File: config.mk
export PLATFORM = sky130hd
export DESIGN_NAME = dbm_arbiter
export DESIGN_NICKNAME = d
export VERILOG_FILES = /design/src/rtl/dbm_pkg.sv /design/src/rtl/dbm_sync.sv /design/src/rtl/dbm_arbiter.sv
export SDC_FILE = /design/constraint.sdc
export NUM_CORES = 1
export LEC_CHECK = 0
export ABC_AREA = 1
export ABC_CLOCK_PERIOD_IN_PS = 1600
export BUFFER_PORTS_ARGS = -buffer_cell sky130_fd_sc_hd__buf_4
export CAP_MARGIN = 20
export CORE_MARGIN = 3
export CORE_UTILIZATION = 40
export DETAILED_ROUTE_END_ITERATION = 10
export SETUP_SLACK_MARGIN = 0.3
export SLEW_MARGIN = 20
export SYNTH_ARGS = -nofsm -noshare
export SYNTH_HDL_FRONTEND = slang
export SYNTH_HIERARCHICAL = 1
export SYNTH_SLANG_ARGS = --single-unit
File: constraint.sdc
create_clock -name i_clk -period 1.6 [get_ports i_clk]
set_input_delay 0.24 -clock i_clk [delete_from_list [all_inputs] [get_ports i_clk]]
set_output_delay 0.24 -clock i_clk [all_outputs]
set_load 0.05 [all_outputs]
File: src/rtl/dbm_pkg.sv
/*
 * Shared constants and types of the DMA bus mastership handshake.
 * Assumes one 50 MHz clock; pin levels are active low outside the block.
 */
package dbm_pkg;

    // ----------------------------------------------------------------
    // Timing counts, in clocks of i_clk, and the clock period in ns
    // ----------------------------------------------------------------
    localparam int FRONT_MIN_CLKS = 12;
    localparam int REARB_DELAY_CLKS = 3;
    localparam int REQ_MIN_CLKS = 2;
    localparam int CLK_PERIOD_NS = 20;

    // ----------------------------------------------------------------
    // Bus exception codes (after inversion of the pins)
    // ----------------------------------------------------------------
    localparam logic [2:0] BEC_NORMAL = 3'h0;
    localparam logic [2:0] BEC_HALT = 3'h1;
    localparam logic [2:0] BEC_RETRY = 3'h3;
    localparam logic [2:0] BEC_RELINQUISH = 3'h4;

    // ----------------------------------------------------------------
    // Synchronised bus handshake bundle, active high
    // ----------------------------------------------------------------
    typedef struct packed {
        logic bus_grant_in;
        logic grant_acknowledge;
        logic address_strobe;
        logic chip_select;
        logic interrupt_ack_in;
        logic [2:0] bus_exception_code;
    } dbm_bus_type;

    localparam int BUS_W = $bits(dbm_bus_type);
    localparam logic [BUS_W-1:0] BUS_IDLE_N = {BUS_W{1'b1}};

    typedef enum logic [2:0] {
        ST_IDLE = 3'b000,
        ST_REQUEST = 3'b001,
        ST_WAIT_FREE = 3'b010,
        ST_OWN_ON = 3'b011,
        ST_ACK_ON = 3'b100,
        ST_OWNED = 3'b101,
        ST_RELEASE = 3'b110
    } dbm_state_type;

endpackage : dbm_pkg

File: src/rtl/dbm_sync.sv
/*
 * Two flip-flop synchroniser for a vector of asynchronous levels.
 * Assumes each bit is an independent level; no word coherence is given.
 */
module dbm_sync #(
    parameter int WIDTH = 1,
    parameter logic [WIDTH-1:0] RESET_VAL = '0
) (
    input wire logic i_clk,
    input wire logic i_nrst,
    input wire logic [WIDTH-1:0] i_async,
    output logic [WIDTH-1:0] o_sync
);

    logic [WIDTH-1:0] meta_q;

    // First stage is read only by the second stage
    always_ff @(posedge i_clk or negedge i_nrst)
    begin
        if (!i_nrst)
        begin
            meta_q <= RESET_VAL;
            o_sync <= RESET_VAL;
        end
        else
        begin
            meta_q <= i_async;
            o_sync <= meta_q;
        end
    end

endmodule : dbm_sync

File: src/rtl/dbm_arbiter.sv
/*
 * Bus mastership handshake of a multi-channel DMA controller: request,
 * take-over, hold and release of the shared bus, plus request recognition.
 * Assumes the transfer engine pulses i_op_done once per started operation
 * and drives the ignore windows; bus pins are asynchronous to i_clk.
 */
// Overview of operation
// - Gain bus ownership before starting any transfer for a pending channel.
// - Assert bus request while a channel is pending and bus is not owned.
// - Take the bus only after strobe and grant acknowledge are both negated.
// - Raise ownership indicator first, grant acknowledge one step later.
// - Drop bus request one clock after grant acknowledge goes active.
// - On finishing, drop grant acknowledge, then ownership indicator one step later.
// - Chip select or interrupt acknowledge while requesting drops bus request until done.
// - First bus cycle starts at least twelve clocks after request recognition.
// - Grant acknowledge may fall together with strobe of the last cycle.
// - Channel operations run strictly one after another while owning the bus.
// - Short request inside an ignore window is not recognised.
// - Request lasting two clocks beyond ignore window is recognised.
// - After halt code clears, wait three clocks before requesting again.
// - Relinquish-retry gives up bus, waits three clocks, reruns same cycle.
module dbm_arbiter
    import dbm_pkg::*;
#(
    parameter int NUM_CH = 4
) (
    input wire logic i_clk,
    input wire logic i_nrst,
    input wire logic i_bus_grant_in_n,
    input wire logic i_grant_acknowledge_n,
    input wire logic i_address_strobe_n,
    input wire logic i_chip_select_n,
    input wire logic i_interrupt_ack_in_n,
    input wire logic [2:0] i_bus_exception_code_n,
    input wire logic [NUM_CH-1:0] i_channel_transfer_request_n,
    input wire logic [NUM_CH-1:0] i_chan_active,
    input wire logic [NUM_CH-1:0] i_int_request,
    input wire logic [NUM_CH-1:0] i_ignore_window,
    input wire logic i_op_done,
    output logic o_bus_request_out_n,
    output logic o_own_n,
    output logic o_grant_acknowledge_n,
    output logic o_grant_acknowledge_oe,
    output logic o_cycle_go,
    output logic [$clog2(NUM_CH+1)-1:0] o_chan_sel,
    output logic o_rerun
);
    import dbm_pkg::*;

    localparam int SEL_W = $clog2(NUM_CH + 1);

    generate
        if (NUM_CH < 1 || NUM_CH > 8)
        begin : g_bad_param
            $error("NUM_CH must be 1 to 8");
        end
    endgenerate

    // ----------------------------------------------------------------
    // Input synchronisers
    // ----------------------------------------------------------------
    logic [BUS_W-1:0] bus_raw_n;
    logic [BUS_W-1:0] bus_sync_n;
    logic [NUM_CH-1:0] req_sync_n;
    dbm_bus_type sb;
    logic [NUM_CH-1:0] req_s;

    assign bus_raw_n = {i_bus_grant_in_n, i_grant_acknowledge_n, i_address_strobe_n,
                        i_chip_select_n, i_interrupt_ack_in_n, i_bus_exception_code_n};

    dbm_sync #(.WIDTH(BUS_W), .RESET_VAL(BUS_IDLE_N)) u_bus_sync (
        .i_clk(i_clk),
        .i_nrst(i_nrst),
        .i_async(bus_raw_n),
        .o_sync(bus_sync_n)
    );

    dbm_sync #(.WIDTH(NUM_CH), .RESET_VAL({NUM_CH{1'b1}})) u_req_sync (
        .i_clk(i_clk),
        .i_nrst(i_nrst),
        .i_async(i_channel_transfer_request_n),
        .o_sync(req_sync_n)
    );

    assign sb = dbm_bus_type'(~bus_sync_n);
    assign req_s = ~req_sync_n;

    // ----------------------------------------------------------------
    // Exception hold-off and processor deference
    // ----------------------------------------------------------------
    logic [1:0] holdoff_q;
    logic [1:0] holdoff_d;
    logic bec_active;
    logic exc_block;
    logic cpu_block;
    logic halt_code;

    assign bec_active = sb.bus_exception_code != BEC_NORMAL;
    assign halt_code = sb.bus_exception_code == BEC_HALT || sb.bus_exception_code == BEC_RELINQUISH;
    assign cpu_block = sb.chip_select | sb.interrupt_ack_in;
    // Reload while any code is held, count down once it returns to normal
    assign holdoff_d = bec_active ? 2'(REARB_DELAY_CLKS) : (holdoff_q != 2'h0 ? holdoff_q - 2'h1 : 2'h0);
    assign exc_block = bec_active | (holdoff_q != 2'h0);

    // ----------------------------------------------------------------
    // Request recognition, one counter per channel
    // ----------------------------------------------------------------
    logic [NUM_CH-1:0] pending_q;
    logic [NUM_CH-1:0] pending_d;
    logic [NUM_CH-1:0] recognise;
    logic [NUM_CH-1:0] clr;
    logic [SEL_W-1:0] sel_q;
    logic rerun_q;
    logic rerun_d;
    logic busy_q;
    logic retry_end;

    // Taken from the synchronised exception code, not from rerun_d, so the service clear does not loop through go
    assign retry_end = i_op_done && busy_q &&
                       (sb.bus_exception_code == BEC_RETRY || sb.bus_exception_code == BEC_RELINQUISH);

    genvar ch;
    generate
        for (ch = 0; ch < NUM_CH; ch++)
        begin : g_chan
            logic [1:0] held_q;
            logic [1:0] held_d;
            logic live;
            assign live = req_s[ch] & ~i_ignore_window[ch];
            // Only time spent outside an ignore window counts toward width
            assign held_d = live ? (held_q == 2'(REQ_MIN_CLKS) ? held_q : held_q + 2'h1) : 2'h0;
            assign recognise[ch] = live && held_q == 2'(REQ_MIN_CLKS - 1);
            assign clr[ch] = i_op_done && busy_q && sel_q == SEL_W'(ch) && !retry_end;
            // Set wins over the service clear
            assign pending_d[ch] = (i_chan_active[ch] & (recognise[ch] | i_int_request[ch])) |
                                   (pending_q[ch] & ~clr[ch]);
            always_ff @(posedge i_clk or negedge i_nrst)
            begin
                if (!i_nrst)
                    held_q <= 2'h0;
                else
                    held_q <= held_d;
            end

            property p_recognise_width;
                @(posedge i_clk) disable iff (!i_nrst)
                recognise[ch] |-> $past(req_s[ch] && !i_ignore_window[ch]);
            endproperty
            a_recognise_width: assert property (p_recognise_width)
                else $error("request recognised before two clean clocks");
        end
    endgenerate

    // Lowest index wins among pending channels
    function automatic logic [SEL_W-1:0] pick_lowest(input logic [NUM_CH-1:0] req);
        logic [SEL_W-1:0] idx;
        idx = '0;
        for (int i = NUM_CH - 1; i >= 0; i--)
        begin
            if (req[i])
                idx = SEL_W'(i);
        end
        return idx;
    endfunction : pick_lowest

    // ----------------------------------------------------------------
    // Mastership state machine
    // ----------------------------------------------------------------
    dbm_state_type state_q;
    dbm_state_type state_d;
    logic busy_d;
    logic [3:0] fe_cnt_q;
    logic [3:0] fe_cnt_d;
    logic any_pending;
    logic release_now;
    logic go_d;
    logic br_d;
    logic own_d;
    logic gack_d;
    logic [SEL_W-1:0] sel_d;

    assign any_pending = |pending_q;
    // Release with the strobe of the last cycle, or at once if nothing is running
    assign release_now = (i_op_done || !busy_q) && (halt_code || pending_d == '0);
    // Retry keeps pending set and the same channel selected
    assign rerun_d = retry_end ? 1'b1 : (go_d ? 1'b0 : rerun_q);
    assign go_d = state_q == ST_OWNED && !busy_q && !release_now && !exc_block &&
                  fe_cnt_q == 4'h0 && any_pending;
    assign busy_d = go_d | (busy_q & ~i_op_done);
    assign sel_d = go_d ? (rerun_q ? sel_q : pick_lowest(pending_q)) : sel_q;
    assign fe_cnt_d = (state_q == ST_IDLE && state_d == ST_REQUEST) ? 4'(FRONT_MIN_CLKS) :
                      (fe_cnt_q != 4'h0 ? fe_cnt_q - 4'h1 : 4'h0);

    always_comb
    begin
        state_d = state_q;
        unique case (state_q)
            ST_IDLE:
                if (any_pending && !exc_block)
                    state_d = ST_REQUEST;
            ST_REQUEST:
                if (sb.bus_grant_in)
                    state_d = ST_WAIT_FREE;
            ST_WAIT_FREE:
                if (!sb.address_strobe && !sb.grant_acknowledge)
                    state_d = ST_OWN_ON;
            ST_OWN_ON:
                state_d = ST_ACK_ON;
            ST_ACK_ON:
                state_d = ST_OWNED;
            ST_OWNED:
                if (release_now)
                    state_d = ST_RELEASE;
            ST_RELEASE:
                state_d = ST_IDLE;
            default:
                state_d = ST_IDLE;
        endcase
    end

    // Processor cycles aimed at us pull the request back without a grant
    assign br_d = ((state_d == ST_REQUEST || state_d == ST_WAIT_FREE) && !cpu_block && !exc_block) ||
                  state_d == ST_OWN_ON || state_d == ST_ACK_ON;
    assign own_d = state_d == ST_OWN_ON || state_d == ST_ACK_ON || state_d == ST_OWNED ||
                   state_d == ST_RELEASE;
    assign gack_d = state_d == ST_ACK_ON || state_d == ST_OWNED;

    always_ff @(posedge i_clk or negedge i_nrst)
    begin
        if (!i_nrst)
        begin
            state_q <= ST_IDLE;
            pending_q <= '0;
            busy_q <= 1'b0;
            fe_cnt_q <= 4'h0;
            holdoff_q <= 2'h0;
            sel_q <= '0;
            rerun_q <= 1'b0;
        end
        else
        begin
            state_q <= state_d;
            pending_q <= pending_d;
            busy_q <= busy_d;
            fe_cnt_q <= fe_cnt_d;
            holdoff_q <= holdoff_d;
            sel_q <= sel_d;
            rerun_q <= rerun_d;
        end
    end

    // ----------------------------------------------------------------
    // Registered outputs
    // ----------------------------------------------------------------
    always_ff @(posedge i_clk or negedge i_nrst)
    begin
        if (!i_nrst)
        begin
            o_bus_request_out_n <= 1'b1;
            o_own_n <= 1'b1;
            o_grant_acknowledge_n <= 1'b1;
            o_grant_acknowledge_oe <= 1'b0;
            o_cycle_go <= 1'b0;
            o_chan_sel <= '0;
            o_rerun <= 1'b0;
        end
        else
        begin
            o_bus_request_out_n <= ~br_d;
            o_own_n <= ~own_d;
            o_grant_acknowledge_n <= ~gack_d;
            o_grant_acknowledge_oe <= gack_d;
            o_cycle_go <= go_d;
            o_chan_sel <= sel_d;
            o_rerun <= rerun_q & go_d;
        end
    end

    // ----------------------------------------------------------------
    // Assertions
    // ----------------------------------------------------------------
    logic [3:0] since_req_q;

    always_ff @(posedge i_clk or negedge i_nrst)
    begin
        if (!i_nrst)
            since_req_q <= 4'h0;
        else if (state_q == ST_IDLE)
            since_req_q <= 4'h0;
        else if (since_req_q != 4'hf)
            since_req_q <= since_req_q + 4'h1;
    end

    property p_go_owned;
        @(posedge i_clk) disable iff (!i_nrst)
        o_cycle_go |-> !o_own_n && !o_grant_acknowledge_n;
    endproperty
    a_go_owned: assert property (p_go_owned)
        else $error("cycle started without bus ownership");

    property p_br_pending;
        @(posedge i_clk) disable iff (!i_nrst)
        (state_q == ST_IDLE && any_pending && !exc_block && !cpu_block) |=> !o_bus_request_out_n;
    endproperty
    a_br_pending: assert property (p_br_pending)
        else $error("bus request missing while a channel is pending");

    property p_take_free;
        @(posedge i_clk) disable iff (!i_nrst)
        $fell(o_own_n) |-> $past(!sb.address_strobe && !sb.grant_acknowledge && state_q == ST_WAIT_FREE);
    endproperty
    a_take_free: assert property (p_take_free)
        else $error("bus taken while strobe or acknowledge still active");

    property p_own_then_ack;
        @(posedge i_clk) disable iff (!i_nrst)
        $fell(o_own_n) |-> o_grant_acknowledge_n ##1 $fell(o_grant_acknowledge_n) && o_grant_acknowledge_oe;
    endproperty
    a_own_then_ack: assert property (p_own_then_ack)
        else $error("grant acknowledge not one step after ownership");

    property p_br_drop;
        @(posedge i_clk) disable iff (!i_nrst)
        $fell(o_grant_acknowledge_n) |=> o_bus_request_out_n;
    endproperty
    a_br_drop: assert property (p_br_drop)
        else $error("bus request not dropped one clock after acknowledge");

    property p_release_order;
        @(posedge i_clk) disable iff (!i_nrst)
        $rose(o_grant_acknowledge_n) |-> !o_own_n ##1 o_own_n;
    endproperty
    a_release_order: assert property (p_release_order)
        else $error("ownership not released one step after acknowledge");

    property p_cpu_defer;
        @(posedge i_clk) disable iff (!i_nrst)
        (cpu_block && (state_q == ST_REQUEST || state_q == ST_WAIT_FREE) &&
         (state_d == ST_REQUEST || state_d == ST_WAIT_FREE)) |=> o_bus_request_out_n;
    endproperty
    a_cpu_defer: assert property (p_cpu_defer)
        else $error("bus request held during processor access");

    property p_front_end;
        @(posedge i_clk) disable iff (!i_nrst)
        o_cycle_go |-> since_req_q > 4'(FRONT_MIN_CLKS);
    endproperty
    a_front_end: assert property (p_front_end)
        else $error("first cycle started too soon after request");

    property p_serial;
        @(posedge i_clk) disable iff (!i_nrst)
        o_cycle_go |=> !o_cycle_go throughout (busy_q [*1]);
    endproperty
    a_serial: assert property (p_serial)
        else $error("channel operations overlapped");

    property p_rearb_wait;
        @(posedge i_clk) disable iff (!i_nrst)
        ($past(bec_active) && !bec_active) |-> o_bus_request_out_n [*3];
    endproperty
    a_rearb_wait: assert property (p_rearb_wait)
        else $error("bus requested within three clocks of exception clearing");

    property p_hold_ack;
        @(posedge i_clk) disable iff (!i_nrst)
        (state_q == ST_OWNED && !release_now) |=> !o_grant_acknowledge_n;
    endproperty
    a_hold_ack: assert property (p_hold_ack)
        else $error("grant acknowledge dropped with work pending");

    c_take_bus: cover property (@(posedge i_clk) disable iff (!i_nrst) $fell(o_grant_acknowledge_n));
    c_cpu_defer: cover property (@(posedge i_clk) disable iff (!i_nrst)
        state_q == ST_REQUEST && cpu_block);
    c_rerun: cover property (@(posedge i_clk) disable iff (!i_nrst) o_rerun);
    c_back_to_back: cover property (@(posedge i_clk) disable iff (!i_nrst)
        o_cycle_go ##[1:50] o_cycle_go);

endmodule : dbm_arbiter

=== Word level (Yosys, flattened, before mapping) ===
Cells that the tools add are included.

* Latch bits: 0
* Bits in writable memories: 0
* Memories kept: 0
* Input port bits: 27
* Output and inout bits: 9
* Bits in registers: 56
* ROM bits: 0

* Bitwise gates (word level): 40
* Order comparisons: 0
* Shift-type cells: 0
* Eq/ne operators: 29
* Muxes and demuxes: 23
* Add/subtract/negate cells: 6
* Multiply operators: 0
* Reductions and logical operators: 53
* Div/mod/pow operators: 0

{| class="wikitable"
|+ Operator list
! cell !! number
|-
| 1-bit logical AND || 25
|-
| 2-bit 2-to-1 mux || 11
|-
| 3-bit by 2-bit equality test with 1-bit output (second input constant) || 7
|-
| 3-bit 2-to-1 mux || 7
|-
| 3-bit equality test (second input constant) || 6
|-
| 3-bit one-hot mux with 6 select lines || 1
|-
| 1-bit AND || 14
|-
| 1-bit NOT || 13
|-
| 3-bit by 1-bit equality test with 1-bit output (second input constant) || 4
|-
| 1-bit logical OR || 11
|-
| 1-bit OR || 11
|-
| 2-bit by 1-bit adder with 2-bit output (second input constant) || 4
|-
| 2-bit by 1-bit equality test with 1-bit output (second input constant) || 4
|-
| 2-bit equality test (second input constant) || 4
|-
| 4-bit logical NOT || 2
|-
| 4-bit 2-to-1 mux || 2
|-
| 2-bit != test (second input constant) || 4
|-
| 8-bit NOT || 1
|-
| 1-bit logical NOT || 7
|-
| 3-bit logical NOT || 2
|-
| 4-bit NOT || 1
|-
| 2-bit nonzero test || 2
|-
| 4-bit nonzero test || 1
|-
| 4-bit OR reduction || 1
|-
| other kinds (5) || 6
|}

=== Longest topological paths before layout ===
Gate-level depths: netlist of the first run.

* Depth after elaboration: 21
* Depth in mapped cells: 16
* Depth with buffers taken out: 16

=== Cells and area by module ===
Netlist of the first run, hierarchy kept.

{| class="wikitable"
|+ By module, submodules not included
! module !! instances !! cells an instance !! area an instance (um2)
|-
| dbm_arbiter || 1 || 191 || 1609.0
|-
| dbm_sync (u_bus_sync) || 1 || 16 || 420.4
|-
| dbm_sync (u_req_sync) || 1 || 8 || 210.2
|}

=== Worst setup path before layout of the first run ===
Ideal clock, no wire load.

* Path type: register to register
* From: register o_chan_sel[0] (netlist name)
* To: register o_bus_request_out_n
* Setup slack: -0.142 ns
* Buffers on the path: 0
* Required time: 1.528 ns
* Arrival: 1.669 ns
* Cell stages (with the launch flop): 16
* Library setup time: 0.072 ns
* Clock period less this slack: 1.742 ns
* Cells stage by stage: dfrtp_1 > inv_1 > nor2_1 > nand3_1 > nand2_1 > nand2_2 > nor2_1 > nand2_1 > nand2_2 > nand3_1 > nand2_2 > inv_1 > nand2_1 > nand3_1 > nand2_1 > inv_1

{| class="wikitable"
|+ RTL lines
! element !! line !! text
|-
| end signal: assignment || dbm_arbiter.sv:269 || <nowiki>o_bus_request_out_n <= ~br_d;</nowiki>
|-
| end: declaration || dbm_arbiter.sv:40 || <nowiki>output logic o_bus_request_out_n,</nowiki>
|}

=== Worst setup path in the final report of the first run ===
* From: register u_bus_sync.o_sync[1]
* To: register o_chan_sel[0]

* Cells in the longest elaborated chain, start to end: 18
* Elaborated cells between the ends (all ways): 36

{| class="wikitable"
|+ RTL lines
! element !! line !! text
|-
| start: declaration || dbm_sync.sv:12 || <nowiki>output logic [WIDTH-1:0] o_sync</nowiki>
|-
| start signal: assignment || dbm_sync.sv:28 || <nowiki>o_sync <= meta_q;</nowiki>
|-
| 8-bit NOT (*) || dbm_arbiter.sv:85 || <nowiki>assign sb = dbm_bus_type'(~bus_sync_n);</nowiki>
|-
| 3-bit by 2-bit equality test with 1-bit output / 3-bit equality test (equally long branches) || dbm_arbiter.sv:120 || <nowiki>(sb.bus_exception_code == BEC_RETRY || sb.bus_exception_code == BEC_RELINQUISH);</nowiki>
|-
| 1-bit logical OR (*) || dbm_arbiter.sv:120 ||
|-
| 1-bit logical AND (*) || dbm_arbiter.sv:119 || <nowiki>assign retry_end = i_op_done && busy_q &&</nowiki>
|-
| 1-bit logical NOT (*) || dbm_arbiter.sv:133 || <nowiki>assign clr[ch] = i_op_done && busy_q && sel_q == SEL_W'(ch) && !retry_end;</nowiki>
|-
| 1-bit logical AND (*) || dbm_arbiter.sv:133 ||
|-
| 1-bit NOT (*) || dbm_arbiter.sv:136 || <nowiki>(pending_q[ch] & ~clr[ch]);</nowiki>
|-
| 1-bit AND (*) || dbm_arbiter.sv:136 ||
|-
| 1-bit OR (*) || dbm_arbiter.sv:135 || <nowiki>assign pending_d[ch] = (i_chan_active[ch] & (recognise[ch] | i_int_request[ch])) |</nowiki>
|-
| named net pending_d[3] || dbm_arbiter.sv:109 || <nowiki>logic [NUM_CH-1:0] pending_d;</nowiki>
|-
| 4-bit logical NOT (*) || dbm_arbiter.sv:184 || <nowiki>assign release_now = (i_op_done || !busy_q) && (halt_code || pending_d == '0);</nowiki>
|-
| 1-bit logical OR (*) || dbm_arbiter.sv:184 ||
|-
| 1-bit logical AND (*) || dbm_arbiter.sv:184 ||
|-
| 1-bit logical NOT (*) || dbm_arbiter.sv:187 || <nowiki>assign go_d = state_q == ST_OWNED && !busy_q && !release_now && !exc_block &&</nowiki>
|-
| 1-bit logical AND (*) (3 in series) || dbm_arbiter.sv:187 ||
|-
| 1-bit logical AND (*) || dbm_arbiter.sv:188 || <nowiki>fe_cnt_q == 4'h0 && any_pending;</nowiki>
|-
| 2-bit AND reduction (no source line) (*) || - ||
|-
| end signal: assignment || dbm_arbiter.sv:274 || <nowiki>o_chan_sel <= sel_d;</nowiki>
|-
| end: declaration || dbm_arbiter.sv:45 || <nowiki>output logic [$clog2(NUM_CH+1)-1:0] o_chan_sel,</nowiki>
|}

The timed path passes the listed nets; every way through them passes the cells marked *.
A chain may end at the register's enable or synchronous reset.

==> impl_metrics.ini, run 1 <==
[synth]
synth_compound_area_share_pct = 5.866
synth_top_cell_by_area = dfstp_2
ys_seq_area_share_pct = 62.96
syn_inst = 215
synth_top_cell_area_share_pct = 31.68
synthTopCellsByArea = dfstp_2, dfrtp_1, inv_1
yosysUniqueCellTypes = 29
yosysWarnings = 6
ys_seq_elements = 55
synth_area_um2 = 2240
synth_top_family_by_area = simple AND/OR/NAND/NOR gates
synthSimpleGateAreaFrac_pct = 18.99
synthAdderAreaFrac_pct = 4.469
synthesis.nets = 250
synthMuxAreaShare_pct = 0
synth_xor_area_share_pct = 1.173
syn_area_per_cell_um2 = 10.42

[grt]
grt.overflow.total = 0
grt_use_met3_pct = 2.772
grt_max_degree = 29
first_global_vias = 1588
use_met1_pct = 16.88
track_usage_pct = 13.12
grt_use_met2_pct = 21.84
antenna_found_initial = 0
grt_pass1_wl_um = 6686
top_usage_layer = met2

[power_and_ir_drop]
pwr-share-seq_pct = 51.5
clkPwrFrac_pct = 29.3
p_int_uw = 2231
leakage_uw = 0.001506
peakVddDrop_uv = 586.6
power.switching_uw = 829.4
p_per_area_nw_per_um2 = 974.9
combPwrFrac_pct = 19.2
netSwitchingFraction_pct = 27.10

[sta]
fin_ws_ps = -76.47
setup_viol_count_final = 6
skew_ps = 8.579
rsz0062_at_grt = true
setup_tns_ps = -280.0
slew_violations = 0
min_period_ps = 1676
timing.final.hold_violations = 0
fin_crit_sh_pct = 104.8
max_freq_mhz = 596.5

[worst_setup_path]
crit_required_ps = 1820
cp_max_fo = 5
worstSetupEndpointType = flop
arrival_ps = 1900
startpoint_type = flop
criticalPathCategory = flop to flop

[layout]
drive_above_1_share_pct = 52.04
finalNetCount = 328
stdcell_count = 364
nFillCells = 476
layout_common_cells = buf_4, inv_1, dfstp_2, dfrtp_1, nor2_1
layout_commonest_cell = buf_4
post-route-util_pct = 59.57
fin_area_um2 = 3139
area_growth_syn_to_layout_pct = 40.17
diodes = 0

[cts]
clock_sinks = 55
cts-htree-levels = 2
clkTransAtPathRegs_ps = 90
cts-root-buf = clkbuf_8
cts_buffer_depth = 2
cts_tree = done
cts_buffers = 5
worstSkewPairLatency_ps = 300

[floorplan]
die_y_um = 80.83
std_cell_rows = 26
die_w_um = 80.83
boundaryPins = 36
die_area_um2 = 6533
core-area_um2 = 5270
start_util_pct = 42.50

[outcome]
status = finished with violations
violations = negative setup slack

[detailed_routing]
dr.pass1.iters = 4
drt_iter0_markers = 69
route.detailed.drc = 0
wl_per_cell_um = 10.70
routed_wl_um = 3893
num_vias = 1626
antenna_left = 0
vias_per_cell = 4.467

[placed_design]
io_buffers = 34
dp_cells = 342
place_hpwl_um = 2790
dpl-instance-area_um2 = 2779
routabilityCongestion = 0.8240

[min_path]
hold_path.class = input port to flop

[job]
max_cap_violations = 0
## repair_timing
action / CTS / global route
resized for setup: 31 / 8
setup buffers: 10 / 3
pin swaps: 5 / 6
gates cloned: 0 / 0
hold buffers: 1 / 0
setup endpoints to repair: 15 / 18
hold endpoints to repair: 14 / 0
## path summary, 6_finish.rpt
| path | start | endpoint | depth (start not counted) | slack [ps] |
|---|---|---|---|---|
| min reg2reg | u_req_sync/meta_q[0] | u_req_sync/o_sync[0] | 0 | 360 |
| max | u_bus_sync/o_sync[1] | o_chan_sel[0] | 14 | -80 |
| max reg2reg | u_bus_sync/o_sync[1] | o_chan_sel[0] | 14 | -80 |
| min | i_channel_transfer_request_n[2] | u_req_sync/meta_q[2] | 1 | 40 |
| max in group asynchronous | i_nrst | o_grant_acknowledge_n | 3 | 680 |
| min in group asynchronous | i_nrst | o_cycle_go | 2 | 390 |
## flip-flops by register name (all words and copies together), names as in the netlist, 2 cells and up
signal / count
fe_cnt_q: 4
g_chan.held_q: 8
holdoff_q: 2
o_chan_sel: 2
pending_q: 4
state_q: 3
u_bus_sync/meta_q: 8
u_bus_sync/o_sync: 8
u_req_sync/meta_q: 4
u_req_sync/o_sync: 4
## per-stage QoR
| step | setup WS [ps] | hold WS, ps | total power [uW] |
|---|---|---|---|
| floorplan | 38.90 | -55.59 | 1892 |
| global placement | -95.49 | 177.7 | 2120 |
| detailed placement | -123.4 | 183.5 | 2127 |
| CTS | -100.8 | 27.34 | 3082 |
| global route | -244.2 | 9.888 | 3235 |
| finish | -76.47 | 38.75 | 3061 |
## worst max-delay path: stages, from the launching register on
cell and delay, ps:
dfstp_2 560, nand2_2 70, nand2_2 90, nand2_4 90, nand3_2 70, nand2_2 50, nand2_2 70, nor2_2 40
nand2_1 70, nand2_2 70, nand2_4 80, nand3_4 90, nor2_4 120, nand2_1 60, o21ai_1 80
## cell type report
cell class	instances	area (um2)	area share [%]
clock buffer	5	68.82	2.192
tap	70	87.58	2.790
timing repair buffer	72	581.8	18.53
sequential	55	1413	45.00
multi-input combinational	123	809.5	25.79
clock inverter	3	43.79	1.395
inverter	36	135.1	4.305
## metal layers
metal	vias up	share of wire, %	routed length, um
li1	823	-	-
met1	755	44	1701
met2	43	49	1889
met3	5	6.2	242
met4	0	1.5	59
met5	-	0	0
## cells by family (layout without fill, tap and decap cells)
family	Yosys count	after routing
DFF	55	55
other	1	1
AOI/OAI and AO/OA	23	23
and+or+nand+nor	88	88
buffers and inverters	37	116
xor gates and xnor gates	3	3
adders and majority gates	8	8
## synthesized netlist by cell type
cell type   n
inv_1      34
nor2_1     29
dfrtp_1    28
dfstp_2    27
nand2_1    22
nand3_1    11
nand2_2     9
o21ai_0     9
ha_1        8
a21oi_1     4
nor3_1      4
o21ai_1     4
or2_1       4
xor2_1      3
inv_2       2
nand3_2     2
nor3_2      2
nor4_1      2
a211oi_1    1
a21oi_2     1
a31oi_1     1
buf_4       1
conb_1      1
nand3b_1    1
nor2_2      1
nor2_4      1
o2111ai_1   1
o21ai_2     1
o22ai_1     1
## power by group through the flow
stage	clock network, uW	registers, uW	logic (uW)
after detailed placement	0	1600	532
final	896	1580	588
after global placement	0	1590	527
after CTS	927	1570	583
after global routing	992	1590	654
after floorplan	0	1680	216
Power figures use the tool's default switching activity.
==> inputs of run 2 (changes only) <==
Settings changed: ABC_AREA 1 to 0, SYNTH_HIERARCHICAL 1 to default.
==> run 2 against run 1 <==
The run still ends with negative setup slack left. Hold slack got worse by 4.7 ps. Clock skew fell by 3.0 ps. Power up 13%. Synthesized area fell by 0.78%. Routed wire length increased by 3.2%. Via count grew 2.9%. Count of clock-buffer cells in the layout unchanged. Critical path depth is 8 lower. Core utilization up 2.1 points.
==> impl_metrics.ini, run 2 <==
[synth]
synth-main-ff-cell = dfrtp_1
yosysWarnings = 0
yosysUniqueCellTypes = 41
synthesis.nets = 219
synth_area_um2 = 2222
synth_top_cell_by_area = dfstp_2
synth_top_cell_area_share_pct = 31.93
synthTopCellsByArea = dfstp_2, dfrtp_1, ha_1
syn_inst = 183
syn_area_per_cell_um2 = 12.14
ys_seq_area_share_pct = 63.46
yosysMostFrequentCell = dfrtp_1
async_flop_share_pct = 100.0
netlist_top_cells_count = dfrtp_1, dfstp_2, inv_1, nor2_1
synth-edff-count = 0
ys_seq_elements = 55

[detailed_routing]
drt_iter0_markers = 80
routed_wl_um = 4017
num_vias = 1673
vias_per_cell = 4.794
route.detailed.drc = 0
dr.pass1.iters = 4
wl_per_cell_um = 11.51
antenna_left = 0

[worst_setup_path]
r2r_cells = 6
arrival_ps = 2240
slowest_delay_ps = 540
crit_required_ps = 1790
cp_slowest_cell = dfstp_2
startpoint_type = flop
worstPathCellList = and3b_4 > nor4_4 > o211ai_1 > o41ai_2 > nand2_1 > a211o_1
setup.worst_path.start = u_bus_sync.o_sync[2]
timing.rr.start = u_bus_sync.o_sync[2]
criticalPathCategory = flop to flop
worstSetupEndpointType = flop
cp_max_fo = 3

[layout]
area_growth_syn_to_layout_pct = 45.27
layout_commonest_cell = buf_4
nFillCells = 439
stdcell_count = 349
layout_common_cells = buf_4, dfrtp_1, dfstp_2, inv_1, nor2_1
diodes = 0
seqCellArea_um2 = 1411
top_regs = g_chan.held_q: 8 flops, u_bus_sync.meta_q: 8 flops, u_bus_sync.o_sync: 8 flops
finalNetCount = 314
multi_input_area_um2 = 859.6
drive_above_1_share_pct = 54.84

[sta]
max_freq_mhz = 488.0
max_slew_margin_pct = 55.56
skew_ps = 5.584
min_period_ps = 2049
slew_violations = 0
fin_crit_sh_pct = 128.1
rsz0062_at_grt = true
fin_ws_ps = -449.1
timing.final.hold_violations = 0
setup_viol_count_final = 14
worst_slew_pin_slew_ps = 666.6
hold_slack_ps = 34.06

[min_path]
hold_path.class = input port to flop
min-delay-start = i_channel_transfer_request_n[2]
min_path_cells = 1

[cts]
cts_tree = done
cts_buffers = 5
cts-root-buf = clkbuf_8
cts-htree-levels = 2
worstSkewPairLatency_ps = 300
clkTransAtPathRegs_ps = 100
cts_buffer_depth = 2
clock_sinks = 55

[placed_design]
routabilityCongestion = 0.7764
place_hpwl_um = 2967
dp_cells = 330
io_buffers = 34

[grt]
track_usage_pct = 14.12
grt.overflow.total = 0
grt_max_degree = 56
grt_pass1_wl_um = 7051
first_global_vias = 1688
antenna_found_initial = 0

[floorplan]
core-area_um2 = 5238
start_util_pct = 42.43
die_area_um2 = 6486
std_cell_rows = 26
die_w_um = 80.54
boundaryPins = 36
die_y_um = 80.54

[power_and_ir_drop]
peakVddDrop_uv = 516.4
p_per_area_nw_per_um2 = 1074
leakage_uw = 0.001535

[outcome]
status = finished with violations
violations = negative setup slack

[job]
max_cap_violations = 0
[run 2: changes by cell type in the layout (fill, tap and decap cells not counted), moves of 5 or more]
cell and change:
nand3_2 -5, inv_1 -16, nand2_1 -9, nor2_2 -7, a21oi_1 +5, buf_4 +19, nor3b_1 +5, nand3_1 -5
nand2_2 -10, nor2_1 -10
[run 2: final cells by class]
type | instances | share of cell area [%]
clock inverters | 3 | 0.6589
clock buffers | 5 | 2.132
multi-input cells | 108 | 26.63
repair buffers | 90 | 21.94
flip-flops and latches | 55 | 43.72
inverters | 18 | 2.209
well taps | 70 | 2.713
[run 2: cells by family (layout without fill, tap and decap cells)]
logic type / Yosys count / in the layout / share of synthesized area [%]
buf+inv: 20 / 116 / 3.603
other cells: 1 / 1 / 0.1688
flops: 55 / 55 / 63.46
simple gates: 60 / 60 / 15.65
compound gates: 32 / 32 / 9.572
xor+xnor: 5 / 5 / 1.971
mux: 1 / 1 / 0.5067
fa+ha+maj: 9 / 9 / 5.068
[run 2: timing repair]
action                                 4_1_cts  5_1_grt
pin swaps                                    5        7
endpoints found under the hold margin       28        0
setup endpoints to repair                   20       24
buffers inserted                             5        5
hold buffers                                 1        0
resized for setup                           14       14
[run 2: report_power, final]
group | internal, uW | switching, uW | total, uW
sequential | 1600 | 70.2 | 1670
combinational | 490 | 545 | 1040
clock | 316 | 446 | 762
[run 2: stage by stage]
step	setup slack, ps	util, %	total power, uW	TNS, ps	area, um2
after CTS	-456.3	59.63	3467	-4930	3123
after detailed placement	-484.5	56.07	2659	-5162	2937
final	-449.1	61.63	3467	-4766	3228
after global routing	-529.7	61.63	3710	-6145	3228
after global placement	-430.9	56.07	2640	-4615	2937
after floorplan	-383.0	-	2231	-1881	2275
[run 2: worst paths after layout]
path	to	slack, ps
setup / recovery	o_grant_acknowledge_oe	-450
hold / removal	u_req_sync.meta_q[2]	30
setup reg to reg	o_grant_acknowledge_oe	-450
hold reg to reg	u_bus_sync.o_sync[1]	350
max in group asynchronous	o_chan_sel[0]	620
min in group asynchronous	holdoff_q[1]	500
[run 2: critical path, delay by kind of cell, from the launching register on]
| family | cells | cell delay [ps] |
|---|---|---|
| AND/OR/NAND/NOR | 3 | 500 |
| AO/OA/AOI/OAI | 3 | 900 |
| flip-flops | 1 | 540 |
[run 2: metal layers]
layer | GRT usage [%] | vias up | part of all wire [%]
li1 | - | 810 | -
met1 | 17.81 | 825 | 44
met2 | 23.18 | 31 | 50
met3 | 3.475 | 7 | 4.7
met4 | 5.743 | 0 | 1.7
met5 | 0 | - | 0
==> inputs of run 3 (changes only) <==
Settings changed: CORE_UTILIZATION 40 to 50, PLACE_DENSITY from default to 0.75, RECOVER_POWER from default to 50, SLEW_MARGIN 20 to 15.
==> run 3 against run 2 <==
The run still ends with negative setup slack left. Final area fell by 5.0%. Fmax shrank 0.64%. Register-to-register slack barely moved. Routed wire length increased by 4.0%. Combinational power about the same. Via count shrank 3.9%. Non-clock buffer count decreased by 12. Sequential cell count did not move. Power is 1.7% higher. Hold slack worse by 1.2 ps. Count of clock-buffer cells in the layout is 1 higher. Critical path depth up 2. Largest power group unchanged.
==> impl_metrics.ini, run 3 (same netlist as run 2, synthesis figures left out) <==
[outcome]
status = finished with violations
violations = negative setup slack

[placed_design]
io_buffers = 34
dp_cells = 302
dpl-instance-area_um2 = 2851
routabilityCongestion = 0.7811
place_hpwl_um = 3106

[power_and_ir_drop]
p_per_area_nw_per_um2 = 1150
clkPwrFrac_pct = 24.1
leakage_uw = 0.001465
peakVddDrop_uv = 657.8
pwr-share-seq_pct = 47.4
combPwrFrac_pct = 28.5
netSwitchingFraction_pct = 30.24
p_int_uw = 2460
power.switching_uw = 1066

[detailed_routing]
drt_iter0_markers = 88
wl_per_cell_um = 13.17
num_vias = 1608
route.detailed.drc = 0
antenna_left = 0
routed_wl_um = 4176
vias_per_cell = 5.073
dr.pass1.iters = 4

[min_path]
hold_path.class = input port to flop
min_path_cells = 1

[layout]
top_regs = g_chan.held_q: 8 flops, u_bus_sync.meta_q: 8 flops, u_bus_sync.o_sync: 8 flops
layout_commonest_cell = buf_4
area_growth_syn_to_layout_pct = 37.95
diodes = 0
fin_area_um2 = 3065
layout_common_cells = buf_4, dfstp_2, dfrtp_1, inv_1, nor2_1
post-route-util_pct = 73.97
finalNetCount = 302
stdcell_count = 317
drive_above_1_share_pct = 50.94

[cts]
worstSkewPairLatency_ps = 310
cts_buffer_depth = 2
cts-root-buf = clkbuf_8
cts_buffers = 5
cts_tree = done
clock_sinks = 55
clkTransAtPathRegs_ps = 100
cts-htree-levels = 2

[floorplan]
boundaryPins = 36
start_util_pct = 53.62
die_w_um = 72.67
core-area_um2 = 4144
die_area_um2 = 5280
std_cell_rows = 23
die_y_um = 72.67

[grt]
grt_pass1_wl_um = 7148
grt_max_degree = 56
track_usage_pct = 17.79
grt_use_met2_pct = 30.06
grt.overflow.total = 0
top_usage_layer = met2
antenna_found_initial = 0
grt_use_met3_pct = 3.444
use_met1_pct = 22.62
first_global_vias = 1632

[sta]
slew_violations = 0
fin_ws_ps = -462.3
setup_viol_count_final = 15
rsz0062_at_grt = true
worst_slew_pin_slew_ps = 1273
skew_ps = 10.88
min_period_ps = 2062
fin_crit_sh_pct = 128.9
max_freq_mhz = 484.9
max_slew_margin_pct = 15.13
timing.final.hold_violations = 0

[worst_setup_path]
slowest_delay_ps = 540
crit_required_ps = 1830
r2r_cells = 8
cp_max_fo = 3
worstPathCellList = and3b_4 > nor4b_4 > buf_4 > o211ai_2 > o41ai_2 > nand2_1 > buf_4 > a211oi_2
cp_common_cell = buf_4
cp_slowest_cell = dfstp_2
criticalPathCategory = flop to flop
arrival_ps = 2300
startpoint_type = flop
worstSetupEndpointType = flop

[job]
max_cap_violations = 0
-- run 3: per-layer routing --
layer	vias to the layer above	part of all wire (%)
met2	37	51
met4	0	1.2
met5	-	0
met3	4	5.0
met1	781	42
li1	786	-
-- run 3: repair_timing --
action                                  4_1_cts  5_1_grt
hold buffers                                  1        0
hold endpoints to repair                     28        0
pin swaps                                     6        2
endpoints found under the setup margin       20       24
resized for setup                            11        6
buffers inserted                              4        2
-- run 3: layout make-up --
cell class / count / area (um2)
clock buffer: 6 / 93.84
timing repair buffer: 78 / 600.6
clock inverter: 2 / 15.01
tap: 50 / 62.56
multi-input combinational: 108 / 809.5
inverter: 18 / 71.32
fill: 294 / 1079
sequential: 55 / 1413
-- run 3: stage by stage --
stage / total power (uW) / TNS [ps] / setup WS, ps / hold WS (ps)
floorplan: 2231 / -1881 / -383.0 / -55.59
global placement: 2616 / -3801 / -407.3 / 313.1
detailed placement: 2660 / -4362 / -485.8 / 317.5
CTS: 3552 / -3727 / -459.6 / 19.38
global route: 3742 / -10370 / -572.7 / 10.26
finish: 3527 / -3888 / -462.3 / 32.90
-- run 3: final timing paths --
kind / to / from / slack [ps]
setup / recovery: o_grant_acknowledge_n / u_bus_sync.o_sync[2] / -460
min in group asynchronous: g_chan[2].held_q[0] / i_nrst / 730
max in group asynchronous: o_chan_sel[1] / i_nrst / 20
setup reg to reg: o_grant_acknowledge_n / u_bus_sync.o_sync[2] / -460
hold reg to reg: u_req_sync.o_sync[1] / u_req_sync.meta_q[1] / 360
hold / removal: u_req_sync.meta_q[2] / i_channel_transfer_request_n[2] / 30
-- run 3: power by group through the flow --
stage / sequential (uW) / clock, uW / combinational (uW)
floorplan: 1870 / 0 / 366
global placement: 1690 / 0 / 928
detailed placement: 1700 / 0 / 963
CTS: 1680 / 887 / 990
global route: 1690 / 938 / 1110
finish: 1670 / 850 / 1010
-- run 3: worst max-delay path, delay by kind of cell (launching register included) --
kind,cells,cell delay [ps]
simple gates,3,610
flops,1,540
compound gates,3,530
buf+inv,2,330
